==> src/shared/adc_seq_pkg.sv <==
package adc_seq_pkg;

    // Register bus geometry
    localparam int ADDR_W = 8;
    localparam int DATA_W = 32;

    // Register byte offsets
    localparam logic [7:0] OFF_INJ_SETUP   = 8'h00;
    localparam logic [7:0] OFF_INJ_RESULT  = 8'h04;
    localparam logic [7:0] OFF_IRQ_FLAGS   = 8'h08;
    localparam logic [7:0] OFF_IRQ_FORCE   = 8'h0c;
    localparam logic [7:0] OFF_IRQ_ENABLES = 8'h10;
    localparam logic [7:0] OFF_IRQ_GATED   = 8'h14;
    localparam logic [7:0] OFF_SEQ_CTRL    = 8'h18;
    localparam logic [7:0] OFF_SEQ_STATUS  = 8'h1c;

    // Injection setup field positions
    localparam int SETUP_SEL_LSB    = 0;
    localparam int SETUP_DIFF_BIT   = 8;
    localparam int SETUP_AVG_BIT    = 9;
    localparam int SETUP_ALT_BIT    = 10;
    localparam int SETUP_STIME_LSB  = 12;
    localparam int SETUP_FOLLOW_BIT = 30;
    localparam int SETUP_GO_BIT     = 31;

    // Injection result field positions
    localparam int RES_CLASH_BIT  = 28;
    localparam int RES_CLIP_BIT   = 29;
    localparam int RES_WINDOW_BIT = 30;
    localparam int RES_VALID_BIT  = 31;

    // Sequencer control field positions
    localparam int CTRL_EN_BIT     = 0;
    localparam int CTRL_CONT_BIT   = 1;
    localparam int CTRL_LEVEL_BIT  = 2;
    localparam int CTRL_SW_BIT     = 3;
    localparam int CTRL_FABOUT_BIT = 31;

    // Interrupt flag positions
    localparam int NUM_FLAGS      = 8;
    localparam int FLG_SCAN_DONE  = 0;
    localparam int FLG_OVERRUN    = 1;
    localparam int FLG_SW_CLASH   = 2;
    localparam int FLG_FAB_CLASH  = 3;
    localparam int FLG_INJ_CLASH  = 4;
    localparam int FLG_INJ_DONE   = 5;
    localparam int FLG_INJ_WINDOW = 6;
    localparam int FLG_INJ_CLIP   = 7;

    // Values after reset
    localparam logic [NUM_FLAGS-1:0] FLAGS_RST   = 8'h00;
    localparam logic [NUM_FLAGS-1:0] ENABLES_RST = 8'h00;
    localparam logic [15:0]          RESULT_RST  = 16'h0000;

    // Cycles the scan done flag stands on the fabric
    localparam logic [1:0] FAB_DONE_CYCLES = 2'h2;

    // Injection conversion setup handed to the converter core
    typedef struct packed {
        logic [3:0] input_sel;
        logic       differential;
        logic       averaging;
        logic       alt_resolution;
        logic [1:0] sample_time;
    } inj_cfg_t;

    // Answer of the converter core for one injection conversion
    typedef struct packed {
        logic [15:0] value;
        logic        window;
        logic        clip;
    } inj_answer_t;

    // Sequencer states
    typedef enum logic [1:0] {
        SEQ_IDLE = 2'b00,
        SEQ_SCAN = 2'b01,
        SEQ_INJ  = 2'b10
    } seq_state_t;

endpackage

==> src/hw/adc_injection_and_irq_logic.sv <==
`timescale 1ns/1ps
module adc_injection_and_irq_logic (
    // Clock and reset
    input  wire logic                         clk,
    input  wire logic                         nrst,
    // APB register port
    input  wire logic                         psel,
    input  wire logic                         penable,
    input  wire logic                         pwrite,
    input  wire logic [adc_seq_pkg::ADDR_W-1:0] paddr,
    input  wire logic [adc_seq_pkg::DATA_W-1:0] pwdata,
    output logic      [adc_seq_pkg::DATA_W-1:0] prdata,
    output logic                              pready,
    output logic                              pslverr,
    // Converter core
    output logic                              scan_start,
    output logic                              inj_start,
    output adc_seq_pkg::inj_cfg_t             inj_cfg,
    input  wire logic                         scan_end,
    input  wire logic                         inj_end,
    input  wire adc_seq_pkg::inj_answer_t     inj_answer,
    // Digital fabric
    input  wire logic                         fabric_trig,
    output logic                              scan_done_fabric,
    // Interrupt
    output logic                              irq
);

    localparam int NF = adc_seq_pkg::NUM_FLAGS;

    adc_seq_pkg::seq_state_t state_q;
    adc_seq_pkg::inj_cfg_t   cfg_q;
    logic                    go_q;
    logic                    follow_q;
    logic                    en_q;
    logic                    cont_q;
    logic                    level_q;
    logic                    fabout_q;
    logic                    sw_q;
    logic                    sw_serv_q;
    logic                    fab_pend_q;
    logic                    fab_s1_q;
    logic                    fab_s2_q;
    logic                    fab_s3_q;
    logic [NF-1:0]           flags_q;
    logic [NF-1:0]           flags_d;
    logic [NF-1:0]           enables_q;
    logic [NF-1:0]           set_ev;
    logic [15:0]             result_q;
    logic [1:0]              fab_cnt_q;
    logic                    fab_out_q;
    logic                    scan_start_q;
    logic                    inj_start_q;
    logic                    irq_q;
    logic [31:0]             prdata_q;
    logic                    pready_q;
    logic                    pslverr_q;
    logic [31:0]             rd_data;
    logic                    rd_hit;
    logic                    wr_acc;
    logic                    wr_setup;
    logic                    wr_ctrl;
    logic                    wr_flags;
    logic                    wr_force;
    logic                    wr_enables;
    logic                    go_wr;
    logic                    sw_wr;
    logic                    busy;
    logic                    fab_rise;
    logic                    fab_pulse_ev;
    logic                    fab_level_on;
    logic                    inj_now;
    logic                    take_fab;
    logic                    take_sw;
    logic                    scan_fin;
    logic                    inj_fin;
    logic [NF-1:0]           gated;

    // Bus decode; a write lands on the access edge with pready high
    assign wr_acc     = psel & penable & pready_q & pwrite;
    assign wr_setup   = wr_acc && (paddr == adc_seq_pkg::OFF_INJ_SETUP);
    assign wr_ctrl    = wr_acc && (paddr == adc_seq_pkg::OFF_SEQ_CTRL);
    assign wr_flags   = wr_acc && (paddr == adc_seq_pkg::OFF_IRQ_FLAGS);
    assign wr_force   = wr_acc && (paddr == adc_seq_pkg::OFF_IRQ_FORCE);
    assign wr_enables = wr_acc && (paddr == adc_seq_pkg::OFF_IRQ_ENABLES);
    assign go_wr      = wr_setup & pwdata[adc_seq_pkg::SETUP_GO_BIT];
    assign sw_wr      = wr_ctrl & pwdata[adc_seq_pkg::CTRL_SW_BIT];

    // Sequencer conditions
    assign busy         = (state_q != adc_seq_pkg::SEQ_IDLE);
    assign fab_rise     = fab_s2_q & ~fab_s3_q;
    assign fab_pulse_ev = en_q & ~level_q & fab_rise;
    assign fab_level_on = level_q & fab_s2_q;
    assign scan_fin     = (state_q == adc_seq_pkg::SEQ_SCAN) & scan_end;
    assign inj_fin      = (state_q == adc_seq_pkg::SEQ_INJ) & inj_end;
    assign inj_now      = (state_q == adc_seq_pkg::SEQ_IDLE) & en_q
                          & go_q & ~follow_q;
    assign take_fab     = (state_q == adc_seq_pkg::SEQ_IDLE) & en_q & ~inj_now
                          & (fab_pend_q | fab_level_on);
    assign take_sw      = (state_q == adc_seq_pkg::SEQ_IDLE) & en_q & ~inj_now
                          & ~take_fab & sw_q & ~sw_serv_q;
    assign gated        = flags_q & enables_q;

    // Fabric trigger synchroniser and edge history
    always_ff @(posedge clk or negedge nrst) begin
        if (!nrst) begin
            fab_s1_q <= 1'b0;
            fab_s2_q <= 1'b0;
            fab_s3_q <= 1'b0;
        end else begin
            fab_s1_q <= fabric_trig;
            fab_s2_q <= fab_s1_q;
            fab_s3_q <= fab_s2_q;
        end
    end

    // Injection setup register; go is set by firmware only
    always_ff @(posedge clk or negedge nrst) begin
        if (!nrst) begin
            cfg_q    <= '0;
            follow_q <= 1'b0;
            go_q     <= 1'b0;
        end else begin
            if (wr_setup) begin
                cfg_q.input_sel      <= pwdata[adc_seq_pkg::SETUP_SEL_LSB +: 4];
                cfg_q.differential   <= pwdata[adc_seq_pkg::SETUP_DIFF_BIT];
                cfg_q.averaging      <= pwdata[adc_seq_pkg::SETUP_AVG_BIT];
                cfg_q.alt_resolution <= pwdata[adc_seq_pkg::SETUP_ALT_BIT];
                cfg_q.sample_time    <= pwdata[adc_seq_pkg::SETUP_STIME_LSB +: 2];
                follow_q <= pwdata[adc_seq_pkg::SETUP_FOLLOW_BIT];
            end
            if (go_wr) begin
                go_q <= 1'b1;
            end else if (!en_q || inj_fin) begin
                go_q <= 1'b0;
            end
        end
    end

    // Sequencer control register and firmware scan trigger
    always_ff @(posedge clk or negedge nrst) begin
        if (!nrst) begin
            en_q     <= 1'b0;
            cont_q   <= 1'b0;
            level_q  <= 1'b0;
            fabout_q <= 1'b0;
            sw_q     <= 1'b0;
        end else begin
            if (wr_ctrl) begin
                en_q     <= pwdata[adc_seq_pkg::CTRL_EN_BIT];
                cont_q   <= pwdata[adc_seq_pkg::CTRL_CONT_BIT];
                level_q  <= pwdata[adc_seq_pkg::CTRL_LEVEL_BIT];
                fabout_q <= pwdata[adc_seq_pkg::CTRL_FABOUT_BIT];
            end
            if (sw_wr) begin
                sw_q <= 1'b1;
            end else if (!en_q || (scan_fin && (sw_serv_q || cont_q))) begin
                sw_q <= 1'b0;
            end
        end
    end

    // Pending fabric pulse, held until a scan is started for it or the sequencer is disabled
    always_ff @(posedge clk or negedge nrst) begin
        if (!nrst) begin
            fab_pend_q <= 1'b0;
        end else if (fab_pulse_ev) begin
            fab_pend_q <= 1'b1;
        end else if (!en_q || take_fab) begin
            fab_pend_q <= 1'b0;
        end
    end

    // Scan and injection scheduler
    always_ff @(posedge clk or negedge nrst) begin
        if (!nrst) begin
            state_q      <= adc_seq_pkg::SEQ_IDLE;
            scan_start_q <= 1'b0;
            inj_start_q  <= 1'b0;
            sw_serv_q    <= 1'b0;
        end else begin
            scan_start_q <= 1'b0;
            inj_start_q  <= 1'b0;
            unique case (state_q)
                adc_seq_pkg::SEQ_IDLE: begin
                    if (inj_now) begin
                        state_q     <= adc_seq_pkg::SEQ_INJ;
                        inj_start_q <= 1'b1;
                    end else if (take_fab || take_sw) begin
                        state_q      <= adc_seq_pkg::SEQ_SCAN;
                        scan_start_q <= 1'b1;
                        sw_serv_q    <= take_sw;
                    end else if (en_q && cont_q) begin
                        state_q      <= adc_seq_pkg::SEQ_SCAN;
                        scan_start_q <= 1'b1;
                    end
                end
                adc_seq_pkg::SEQ_SCAN: begin
                    if (sw_wr) begin
                        sw_serv_q <= 1'b0;
                    end
                    if (scan_end) begin
                        sw_serv_q <= 1'b0;
                        if (go_q && en_q) begin
                            state_q     <= adc_seq_pkg::SEQ_INJ;
                            inj_start_q <= 1'b1;
                        end else begin
                            state_q <= adc_seq_pkg::SEQ_IDLE;
                        end
                    end
                end
                adc_seq_pkg::SEQ_INJ: begin
                    if (inj_end) begin
                        state_q <= adc_seq_pkg::SEQ_IDLE;
                    end
                end
                default: begin
                    state_q <= adc_seq_pkg::SEQ_IDLE;
                end
            endcase
        end
    end

    // Hardware events that set interrupt flags
    always_comb begin
        set_ev = '0;
        set_ev[adc_seq_pkg::FLG_SCAN_DONE] = scan_fin;
        set_ev[adc_seq_pkg::FLG_OVERRUN]   = scan_fin
            & flags_q[adc_seq_pkg::FLG_SCAN_DONE];
        set_ev[adc_seq_pkg::FLG_SW_CLASH]  = sw_wr & en_q & busy;
        set_ev[adc_seq_pkg::FLG_FAB_CLASH] = fab_pulse_ev & busy;
        set_ev[adc_seq_pkg::FLG_INJ_CLASH] = go_wr & en_q
            & ~pwdata[adc_seq_pkg::SETUP_FOLLOW_BIT]
            & (state_q == adc_seq_pkg::SEQ_SCAN);
        set_ev[adc_seq_pkg::FLG_INJ_DONE]   = inj_fin;
        set_ev[adc_seq_pkg::FLG_INJ_WINDOW] = inj_fin & inj_answer.window;
        set_ev[adc_seq_pkg::FLG_INJ_CLIP]   = inj_fin & inj_answer.clip;
    end

    // Flags: write-one clears, force and events set, set wins
    always_comb begin
        flags_d = flags_q;
        if (wr_flags) begin
            flags_d = flags_d & ~pwdata[NF-1:0];
        end
        if (wr_force) begin
            flags_d = flags_d | pwdata[NF-1:0];
        end
        flags_d = flags_d | set_ev;
    end

    // Flag and enable registers
    always_ff @(posedge clk or negedge nrst) begin
        if (!nrst) begin
            flags_q   <= adc_seq_pkg::FLAGS_RST;
            enables_q <= adc_seq_pkg::ENABLES_RST;
        end else begin
            flags_q <= flags_d;
            if (wr_enables) begin
                enables_q <= pwdata[NF-1:0];
            end
        end
    end

    // Injection result capture
    always_ff @(posedge clk or negedge nrst) begin
        if (!nrst) begin
            result_q <= adc_seq_pkg::RESULT_RST;
        end else if (inj_fin) begin
            result_q <= inj_answer.value;
        end
    end

    // Scan done strobe toward the fabric; injection never reaches it
    always_ff @(posedge clk or negedge nrst) begin
        if (!nrst) begin
            fab_out_q <= 1'b0;
            fab_cnt_q <= 2'h0;
        end else if (scan_fin && fabout_q) begin
            fab_out_q <= 1'b1;
            fab_cnt_q <= adc_seq_pkg::FAB_DONE_CYCLES - 2'h1;
        end else if (fab_cnt_q != 2'h0) begin
            fab_cnt_q <= fab_cnt_q - 2'h1;
        end else begin
            fab_out_q <= 1'b0;
        end
    end

    // Interrupt line from the gated view
    always_ff @(posedge clk or negedge nrst) begin
        if (!nrst) begin
            irq_q <= 1'b0;
        end else begin
            irq_q <= |gated;
        end
    end

    // Read data selection
    always_comb begin
        rd_data = 32'h0000_0000;
        rd_hit  = 1'b1;
        unique case (paddr)
            adc_seq_pkg::OFF_INJ_SETUP: begin
                rd_data[adc_seq_pkg::SETUP_SEL_LSB +: 4]   = cfg_q.input_sel;
                rd_data[adc_seq_pkg::SETUP_DIFF_BIT]       = cfg_q.differential;
                rd_data[adc_seq_pkg::SETUP_AVG_BIT]        = cfg_q.averaging;
                rd_data[adc_seq_pkg::SETUP_ALT_BIT]        = cfg_q.alt_resolution;
                rd_data[adc_seq_pkg::SETUP_STIME_LSB +: 2] = cfg_q.sample_time;
                rd_data[adc_seq_pkg::SETUP_FOLLOW_BIT]     = follow_q;
                rd_data[adc_seq_pkg::SETUP_GO_BIT]         = go_q;
            end
            adc_seq_pkg::OFF_INJ_RESULT: begin
                rd_data[15:0] = result_q;
                rd_data[adc_seq_pkg::RES_VALID_BIT] =
                    flags_q[adc_seq_pkg::FLG_INJ_DONE];
                rd_data[adc_seq_pkg::RES_WINDOW_BIT] =
                    flags_q[adc_seq_pkg::FLG_INJ_WINDOW];
                rd_data[adc_seq_pkg::RES_CLIP_BIT] =
                    flags_q[adc_seq_pkg::FLG_INJ_CLIP];
                rd_data[adc_seq_pkg::RES_CLASH_BIT] =
                    flags_q[adc_seq_pkg::FLG_INJ_CLASH];
            end
            adc_seq_pkg::OFF_IRQ_FLAGS,
            adc_seq_pkg::OFF_IRQ_FORCE: rd_data[NF-1:0] = flags_q;
            adc_seq_pkg::OFF_IRQ_ENABLES: rd_data[NF-1:0] = enables_q;
            adc_seq_pkg::OFF_IRQ_GATED: rd_data[NF-1:0] = gated;
            adc_seq_pkg::OFF_SEQ_CTRL: begin
                rd_data[adc_seq_pkg::CTRL_EN_BIT]     = en_q;
                rd_data[adc_seq_pkg::CTRL_CONT_BIT]   = cont_q;
                rd_data[adc_seq_pkg::CTRL_LEVEL_BIT]  = level_q;
                rd_data[adc_seq_pkg::CTRL_SW_BIT]     = sw_q;
                rd_data[adc_seq_pkg::CTRL_FABOUT_BIT] = fabout_q;
            end
            adc_seq_pkg::OFF_SEQ_STATUS: begin
                rd_data[1:0] = state_q;
                rd_data[2]   = fab_pend_q;
            end
            default: rd_hit = 1'b0;
        endcase
    end

    // APB answer: one access cycle, data latched in the setup cycle
    always_ff @(posedge clk or negedge nrst) begin
        if (!nrst) begin
            prdata_q  <= 32'h0000_0000;
            pready_q  <= 1'b0;
            pslverr_q <= 1'b0;
        end else if (psel && !penable) begin
            prdata_q  <= rd_data;
            pready_q  <= 1'b1;
            pslverr_q <= ~rd_hit;
        end else begin
            pready_q  <= 1'b0;
            pslverr_q <= 1'b0;
        end
    end

    // Outputs straight from flip-flops
    assign prdata           = prdata_q;
    assign pready           = pready_q;
    assign pslverr          = pslverr_q;
    assign scan_start       = scan_start_q;
    assign inj_start        = inj_start_q;
    assign inj_cfg          = cfg_q;
    assign scan_done_fabric = fab_out_q;
    assign irq              = irq_q;
endmodule

==> config.mk <==
export PLATFORM = sky130hd
export DESIGN_NAME = adc_injection_and_irq_logic
export DESIGN_NICKNAME = d
export VERILOG_FILES = /design/src/shared/adc_seq_pkg.sv /design/src/hw/adc_injection_and_irq_logic.sv
export SDC_FILE = /design/constraint.sdc
export NUM_CORES = 1
export LEC_CHECK = 0
export ABC_AREA = 1
export ABC_CLOCK_PERIOD_IN_PS = 2100
export BUFFER_PORTS_ARGS = -buffer_cell sky130_fd_sc_hd__buf_2
export CAP_MARGIN = 25
export CORE_AREA = 2 2 89 91
export DETAILED_ROUTE_END_ITERATION = 8
export DIE_AREA = 0 0 91 93
export GPL_ROUTABILITY_DRIVEN = 0
export PLACE_DENSITY = 0.83
export REMOVE_ABC_BUFFERS = 1
export SLEW_MARGIN = 20
export SYNTH_ARGS = -nofsm -noshare
export SYNTH_HDL_FRONTEND = slang
export SYNTH_SLANG_ARGS = --single-unit
==> constraint.sdc <==
create_clock -name clk -period 2.1 [get_ports clk]
set_input_delay 0.42 -clock clk [delete_from_list [all_inputs] [get_ports clk]]
set_output_delay 0.42 -clock clk [all_outputs]
set_load 0.03 [all_outputs]
# Word level (Yosys, flattened, before mapping)
# Index checks and enable logic that the tools add are counted.
[word_totals]
regBits = 83
in_bits = 66
output_inout_bits = 47
elab_cells = 164
[classes]
add_sub_neg = 1
eq_ne = 16
muxes = 45
n_bitwise = 42
reduce_logical = 31
[ops]
columns = ["cell", "count"]
rows = [
  ["$eq 8x5->1 const B", 4],
  ["$and 1x1->1", 28],
  ["$mux 1", 23],
  ["$pmux 3 s7", 1],
  ["$mux 2", 10],
  ["$and 8x8->8", 2],
  ["$eq 8x4->1 const B", 2],
  ["$mux 8", 2],
  ["$or 8x8->8", 2],
  ["$pmux 4 s4", 1],
  ["$reduce_or 8->1", 2],
  ["$reduce_bool 2->1", 7],
  ["$logic_and 1x1->1", 10],
  ["$eq 8x3->1 const B", 1],
  ["$logic_not 8->1", 1],
  ["$ne 2x2->1 const B", 4],
  ["$not 1->1", 8],
  ["$not 8->8", 1],
  ["$pmux 1 s2", 3],
  ["$pmux 1 s6", 1],
  ["$pmux 2 s3", 1],
  ["$pmux 3 s2", 1],
  ["$logic_or 1x1->1", 5],
  ["$ne 4x2->1 const B", 1],
  ["other kinds (13)", 14],
]

# Longest topological paths before layout
[depth]
ltp_word = 15
ltp_mapped = 10
ltp_nobuf = 10

# Worst setup path after synthesis
# Ideal clock, no wire load.
[synth_timing]
path_kind = "register to register"
from = "register pready_q, in the netlist pready"
to = "register sw_serv_q"
setup_time_ns = 0.117
arrival_ns = 1.303
required_ns = 1.983
slack_ns = 0.680
stages_incl_launch_ff = 10
path_buffers = 0
period_less_slack_ns = 1.420
path_cell_list = "dfrtp_1 nand2_1 nor2_8 inv_2 nor2_4 nand2_1 nand2_1 nand2_1 nand2_1 nand2_1"
[synth_between]
elab_chain_len = 6
[synth_lines]
columns = ["item", "line", "rtl"]
rows = [
  ["start: declaration", "adc_injection_and_irq_logic.sv:56", "logic pready_q;"],
  ["start signal: assignment", "adc_injection_and_irq_logic.sv:346", "pready_q <= 1'b0;"],
  ["start signal: assignment", "adc_injection_and_irq_logic.sv:350", "pready_q <= 1'b1;"],
  ["start signal: assignment", "adc_injection_and_irq_logic.sv:353", "pready_q <= 1'b0;"],
  ["$and 1x1->1 (2 in series)", "adc_injection_and_irq_logic.sv:80", "assign wr_acc = psel & penable & pready_q & pwrite;"],
  ["$logic_and 1x1->1", "adc_injection_and_irq_logic.sv:82", "assign wr_ctrl = wr_acc && (paddr == adc_seq_pkg::OFF_SEQ_CTRL);"],
  ["$and 1x1->1", "adc_injection_and_irq_logic.sv:87", "assign sw_wr = wr_ctrl & pwdata[adc_seq_pkg::CTRL_SW_BIT];"],
  ["$ne 3x3->1 (no line)", "-", ""],
  ["$reduce_and 4->1 (no line)", "-", ""],
  ["end signal: assignment", "adc_injection_and_irq_logic.sv:192", "sw_serv_q <= take_sw;"],
  ["end: declaration", "adc_injection_and_irq_logic.sv:40", "logic sw_serv_q;"],
]
# Every way passes these cells.
# A chain may end at the register's enable or synchronous reset.

# Final worst setup path
[layout_timing]
from = "register pready_q, in the netlist pready"
to = "register flags_q[4]"
[layout_between]
elab_chain_len = 8
elab_cells_between_ends = 13
cone_classes = "mux (2); bitwise (8); reduce/logical (3)"
[layout_lines]
columns = ["item", "line", "rtl"]
rows = [
  ["$and 1x1->1 (*) (2 in series)", "adc_injection_and_irq_logic.sv:80", ""],
  ["$logic_and 1x1->1", "adc_injection_and_irq_logic.sv:81", "assign wr_setup = wr_acc && (paddr == adc_seq_pkg::OFF_INJ_SETUP);"],
  ["$and 1x1->1", "adc_injection_and_irq_logic.sv:86", "assign go_wr = wr_setup & pwdata[adc_seq_pkg::SETUP_GO_BIT];"],
  ["$and 1x1->1", "adc_injection_and_irq_logic.sv:232", "set_ev[adc_seq_pkg::FLG_INJ_CLASH] = go_wr & en_q"],
  ["$and 1x1->1", "adc_injection_and_irq_logic.sv:233", "& ~pwdata[adc_seq_pkg::SETUP_FOLLOW_BIT]"],
  ["$and 1x1->1", "adc_injection_and_irq_logic.sv:234", "& (state_q == adc_seq_pkg::SEQ_SCAN);"],
  ["$or 8x8->8 (*)", "adc_injection_and_irq_logic.sv:249", "flags_d = flags_d | set_ev;"],
  ["named net flags_d[4]", "adc_injection_and_irq_logic.sv:46", "logic [NF-1:0] flags_d;"],
  ["end signal: assignment", "adc_injection_and_irq_logic.sv:255", "flags_q <= adc_seq_pkg::FLAGS_RST;"],
  ["end signal: assignment", "adc_injection_and_irq_logic.sv:258", "flags_q <= flags_d;"],
  ["end: declaration", "adc_injection_and_irq_logic.sv:45", "logic [NF-1:0] flags_q;"],
]
# The timed path passes the listed nets; every way through them passes the cells marked *.

==> flow_summary.json <==
{
  "ys_seq_elements": 83,
  "critical_path_arrival_ns": 1.84,
  "crit_path_end": "flags_q[4]$_DFF_PN0_",
  "wl_per_cell_um": 14.6,
  "rr_endpoint": "flags_q[4]$_DFF_PN0_",
  "syn2layout_area_growth_pct": 16.7,
  "worst_slack_ns": 0.531,
  "reg2reg_setup_slack_ns": 0.53,
  "root_buffer": "clkbuf_8",
  "die_x_um": 91,
  "rows": 32,
  "core_area_mm2": 0.00753,
  "finalClockSkew_ns": 0.00912,
  "start_kind": "flip-flop",
  "clockBufferDepth": 2,
  "finish.utilization_pct": 63.9,
  "num_io_pins": 113,
  "finalNetCount": 658,
  "finalCriticalPeriod_ns": 1.57,
  "ir_worst_vdd_v": 0.000358,
  "max_cap_viol_count": 0,
  "postCtsResizedCells": 0,
  "netlist_instances": 505,
  "tightestPinTransition_ns": 0.771,
  "antenna_left": 0,
  "endpoint_kind": "flip-flop",
  "placed_cells": 682,
  "ys_seq_area_share_pct": 50.4,
  "ys_async_sr_fraction_pct": 100,
  "path_common_cell": "nand2_1",
  "drive_above_1_share_pct": 24.3,
  "clock_latency_ns": 0.36,
  "vias": 3719,
  "hold_viol_final": 0,
  "met1_usage_pct": 32.7,
  "finalMaxSlewViolations": 0,
  "fin_cells": 698,
  "clock-sinks": 83,
  "grt_pass1_vias": 3550,
  "cts_buffers": 9,
  "setup_tns_ns": 0,
  "dp_hpwl_um": 7210,
  "layout_common_cells": "nand2_1, dfrtp_1, buf_2",
  "slowest_delay_ns": 0.35,
  "synth-edff-count": 0,
  "status": "completed",
  "period_share_pct": 74.7,
  "setup_viol": 0,
  "antennaDiodeCount": 0,
  "hp-class": "input pin to asynchronous set/reset pin",
  "dieArea_mm2": 0.00846,
  "vias_per_cell": 5.33,
  "antenna_found_initial": 0,
  "layout_commonest_cell": "nand2_1",
  "io_buffers": 83,
  "grt_max_degree": 47,
  "cts_tree": "done",
  "path_cells": "nand2_1 > nor2_8 > nand2_2 > nor2_1 > nand2_1 > o211ai_1",
  "crit_start": "pready$_DFF_PN0_",
  "grt.overflow.total": 0,
  "syn_area_per_cell_um2": 8.16,
  "busiest_layer": "met2",
  "r2r_start": "pready$_DFF_PN0_",
  "start_util_pct": 54.7,
  "slew_headroom_pct": 48.5,
  "crit_type": "flip-flop to flip-flop",
  "synth_cell_types": 34,
  "htree_num_levels": 3,
  "firstDrtPassIters": 5,
  "grt_first_pass_wirelength_um": 16600,
  "cts_hold_buf": 0,
  "post_cts_buffers": 0,
  "whs_ns": 0.0274,
  "pre_cts_ws_ns": 0.375,
  "cpMaxStageDelayCell": "dfrtp_1",
  "path_max_fanout": 17,
  "drt_iter0_drc": 245,
  "netlist_area_mm2": 0.00412,
  "cp.required_ns": 2.37,
  "clk_pin_slew_ns": 0.08,
  "yosys_warnings": 0,
  "reg2regPathDepth": 6,
  "drcViolationCount": 0,
  "cellLeakagePower_nw": 2.64,
  "rsz0062_at_grt": "no",
  "max_freq_mhz": 637,
  "die_h_um": 93,
  "power_density_mw_per_mm2": 831,
  "synth_flop_cell": "dfrtp_1",
  "use_met3_pct": 4.92,
  "wirelength_um": 10200,
  "grt_util_met2_pct": 41.6,
  "grt_usage_pct": 24.9
}
layout make-up:
cell class / count / area (µm²)
Timing Repair Buffer: 92 / 498
Fill cell: 647 / 2720
Clock inverter: 6 / 90.1
Tap cell: 102 / 128
Sequential cell: 83 / 2080
Inverter: 52 / 195
Clock buffer: 10 / 128
Multi-Input combinational cell: 353 / 1690
stage by stage:
stage / power [mW] / area [µm²]
after floorplan: 2.50 / 3960
after global placement: 2.72 / 4590
after detailed placement: 2.77 / 4590
after CTS: 4.00 / 4810
after global routing: 4.20 / 4810
final: 4.00 / 4810
cells by family after synthesis:
| logic type | synth area share [%] |
|---|---|
| AO/OA/AOI/OAI | 10.0 |
| adder cells (fa/ha/maj) | 0.304 |
| buffers and inverters | 9.51 |
| flip-flops | 50.4 |
| other | 0.0910 |
| AND/OR/NAND/NOR | 29.6 |
worst max-delay path, delay by kind of cell (launching register included):
kind	cells	cell delay, ns
AOI/OAI and AO/OA	1	0.10
DFF	1	0.35
and+or+nand+nor	5	1.03
sequential cells by signal, summed over array words and instances, names as in the netlist, 2 cells and up:
name and flops:
prdata 20, result_q 16, inj_cfg 9, enables_q 8
flags_q 8, fab_cnt_q 2, state_q 2
routing by layer:
metal	wire, µm	vias up
met5	0	-
met4	160	0
met3	635	18
met2	4920	167
met1	4460	1775
li1	-	1759
report_power, final:
group	switching, mW	internal (mW)
Sequential	0.165	1.85
Clock	0.582	0.672
Combinational	0.481	0.244
Total	1.23	2.77
worst min path at each step:
| stage | from | slack [ns] | end | cells past startpoint |
|---|---|---|---|---|
| 6_report | nrst | 0.03 | scan_done_fabric$_DFFE_PN0P_ | 1 |
| 5_1_grt | nrst | 0.06 | scan_done_fabric$_DFFE_PN0P_ | 1 |
| 4_1_cts | nrst | 0.04 | scan_done_fabric$_DFFE_PN0P_ | 1 |
| 3_5_place_dp | fab_s1_q$_DFF_PN0_ | 0.34 | fab_s2_q$_DFF_PN0_ | 0 |
| 3_3_place_gp | fab_s1_q$_DFF_PN0_ | 0.33 | fab_s2_q$_DFF_PN0_ | 0 |
| 2_1_floorplan | nrst | 0.12 | cont_q$_DFFE_PN0N_ | 0 |
cells in the mapped netlist, types with 7 or more instances:
master / number / area [µm²]
dfrtp_1: 83 / 2080
nand4_1: 8 / 50.1
o21ai_1: 7 / 35.0
buf_2: 7 / 35.0
buf_4: 16 / 120
o211ai_1: 8 / 60.1
inv_2: 8 / 30.0
a21oi_1: 15 / 75.1
inv_1: 44 / 165
nand2_1: 169 / 634
nor2_1: 28 / 105
nand3_1: 40 / 200
o21ai_2: 8 / 70.1
o21ai_0: 22 / 110
Note: power is estimated with default switching activity, not from simulation.
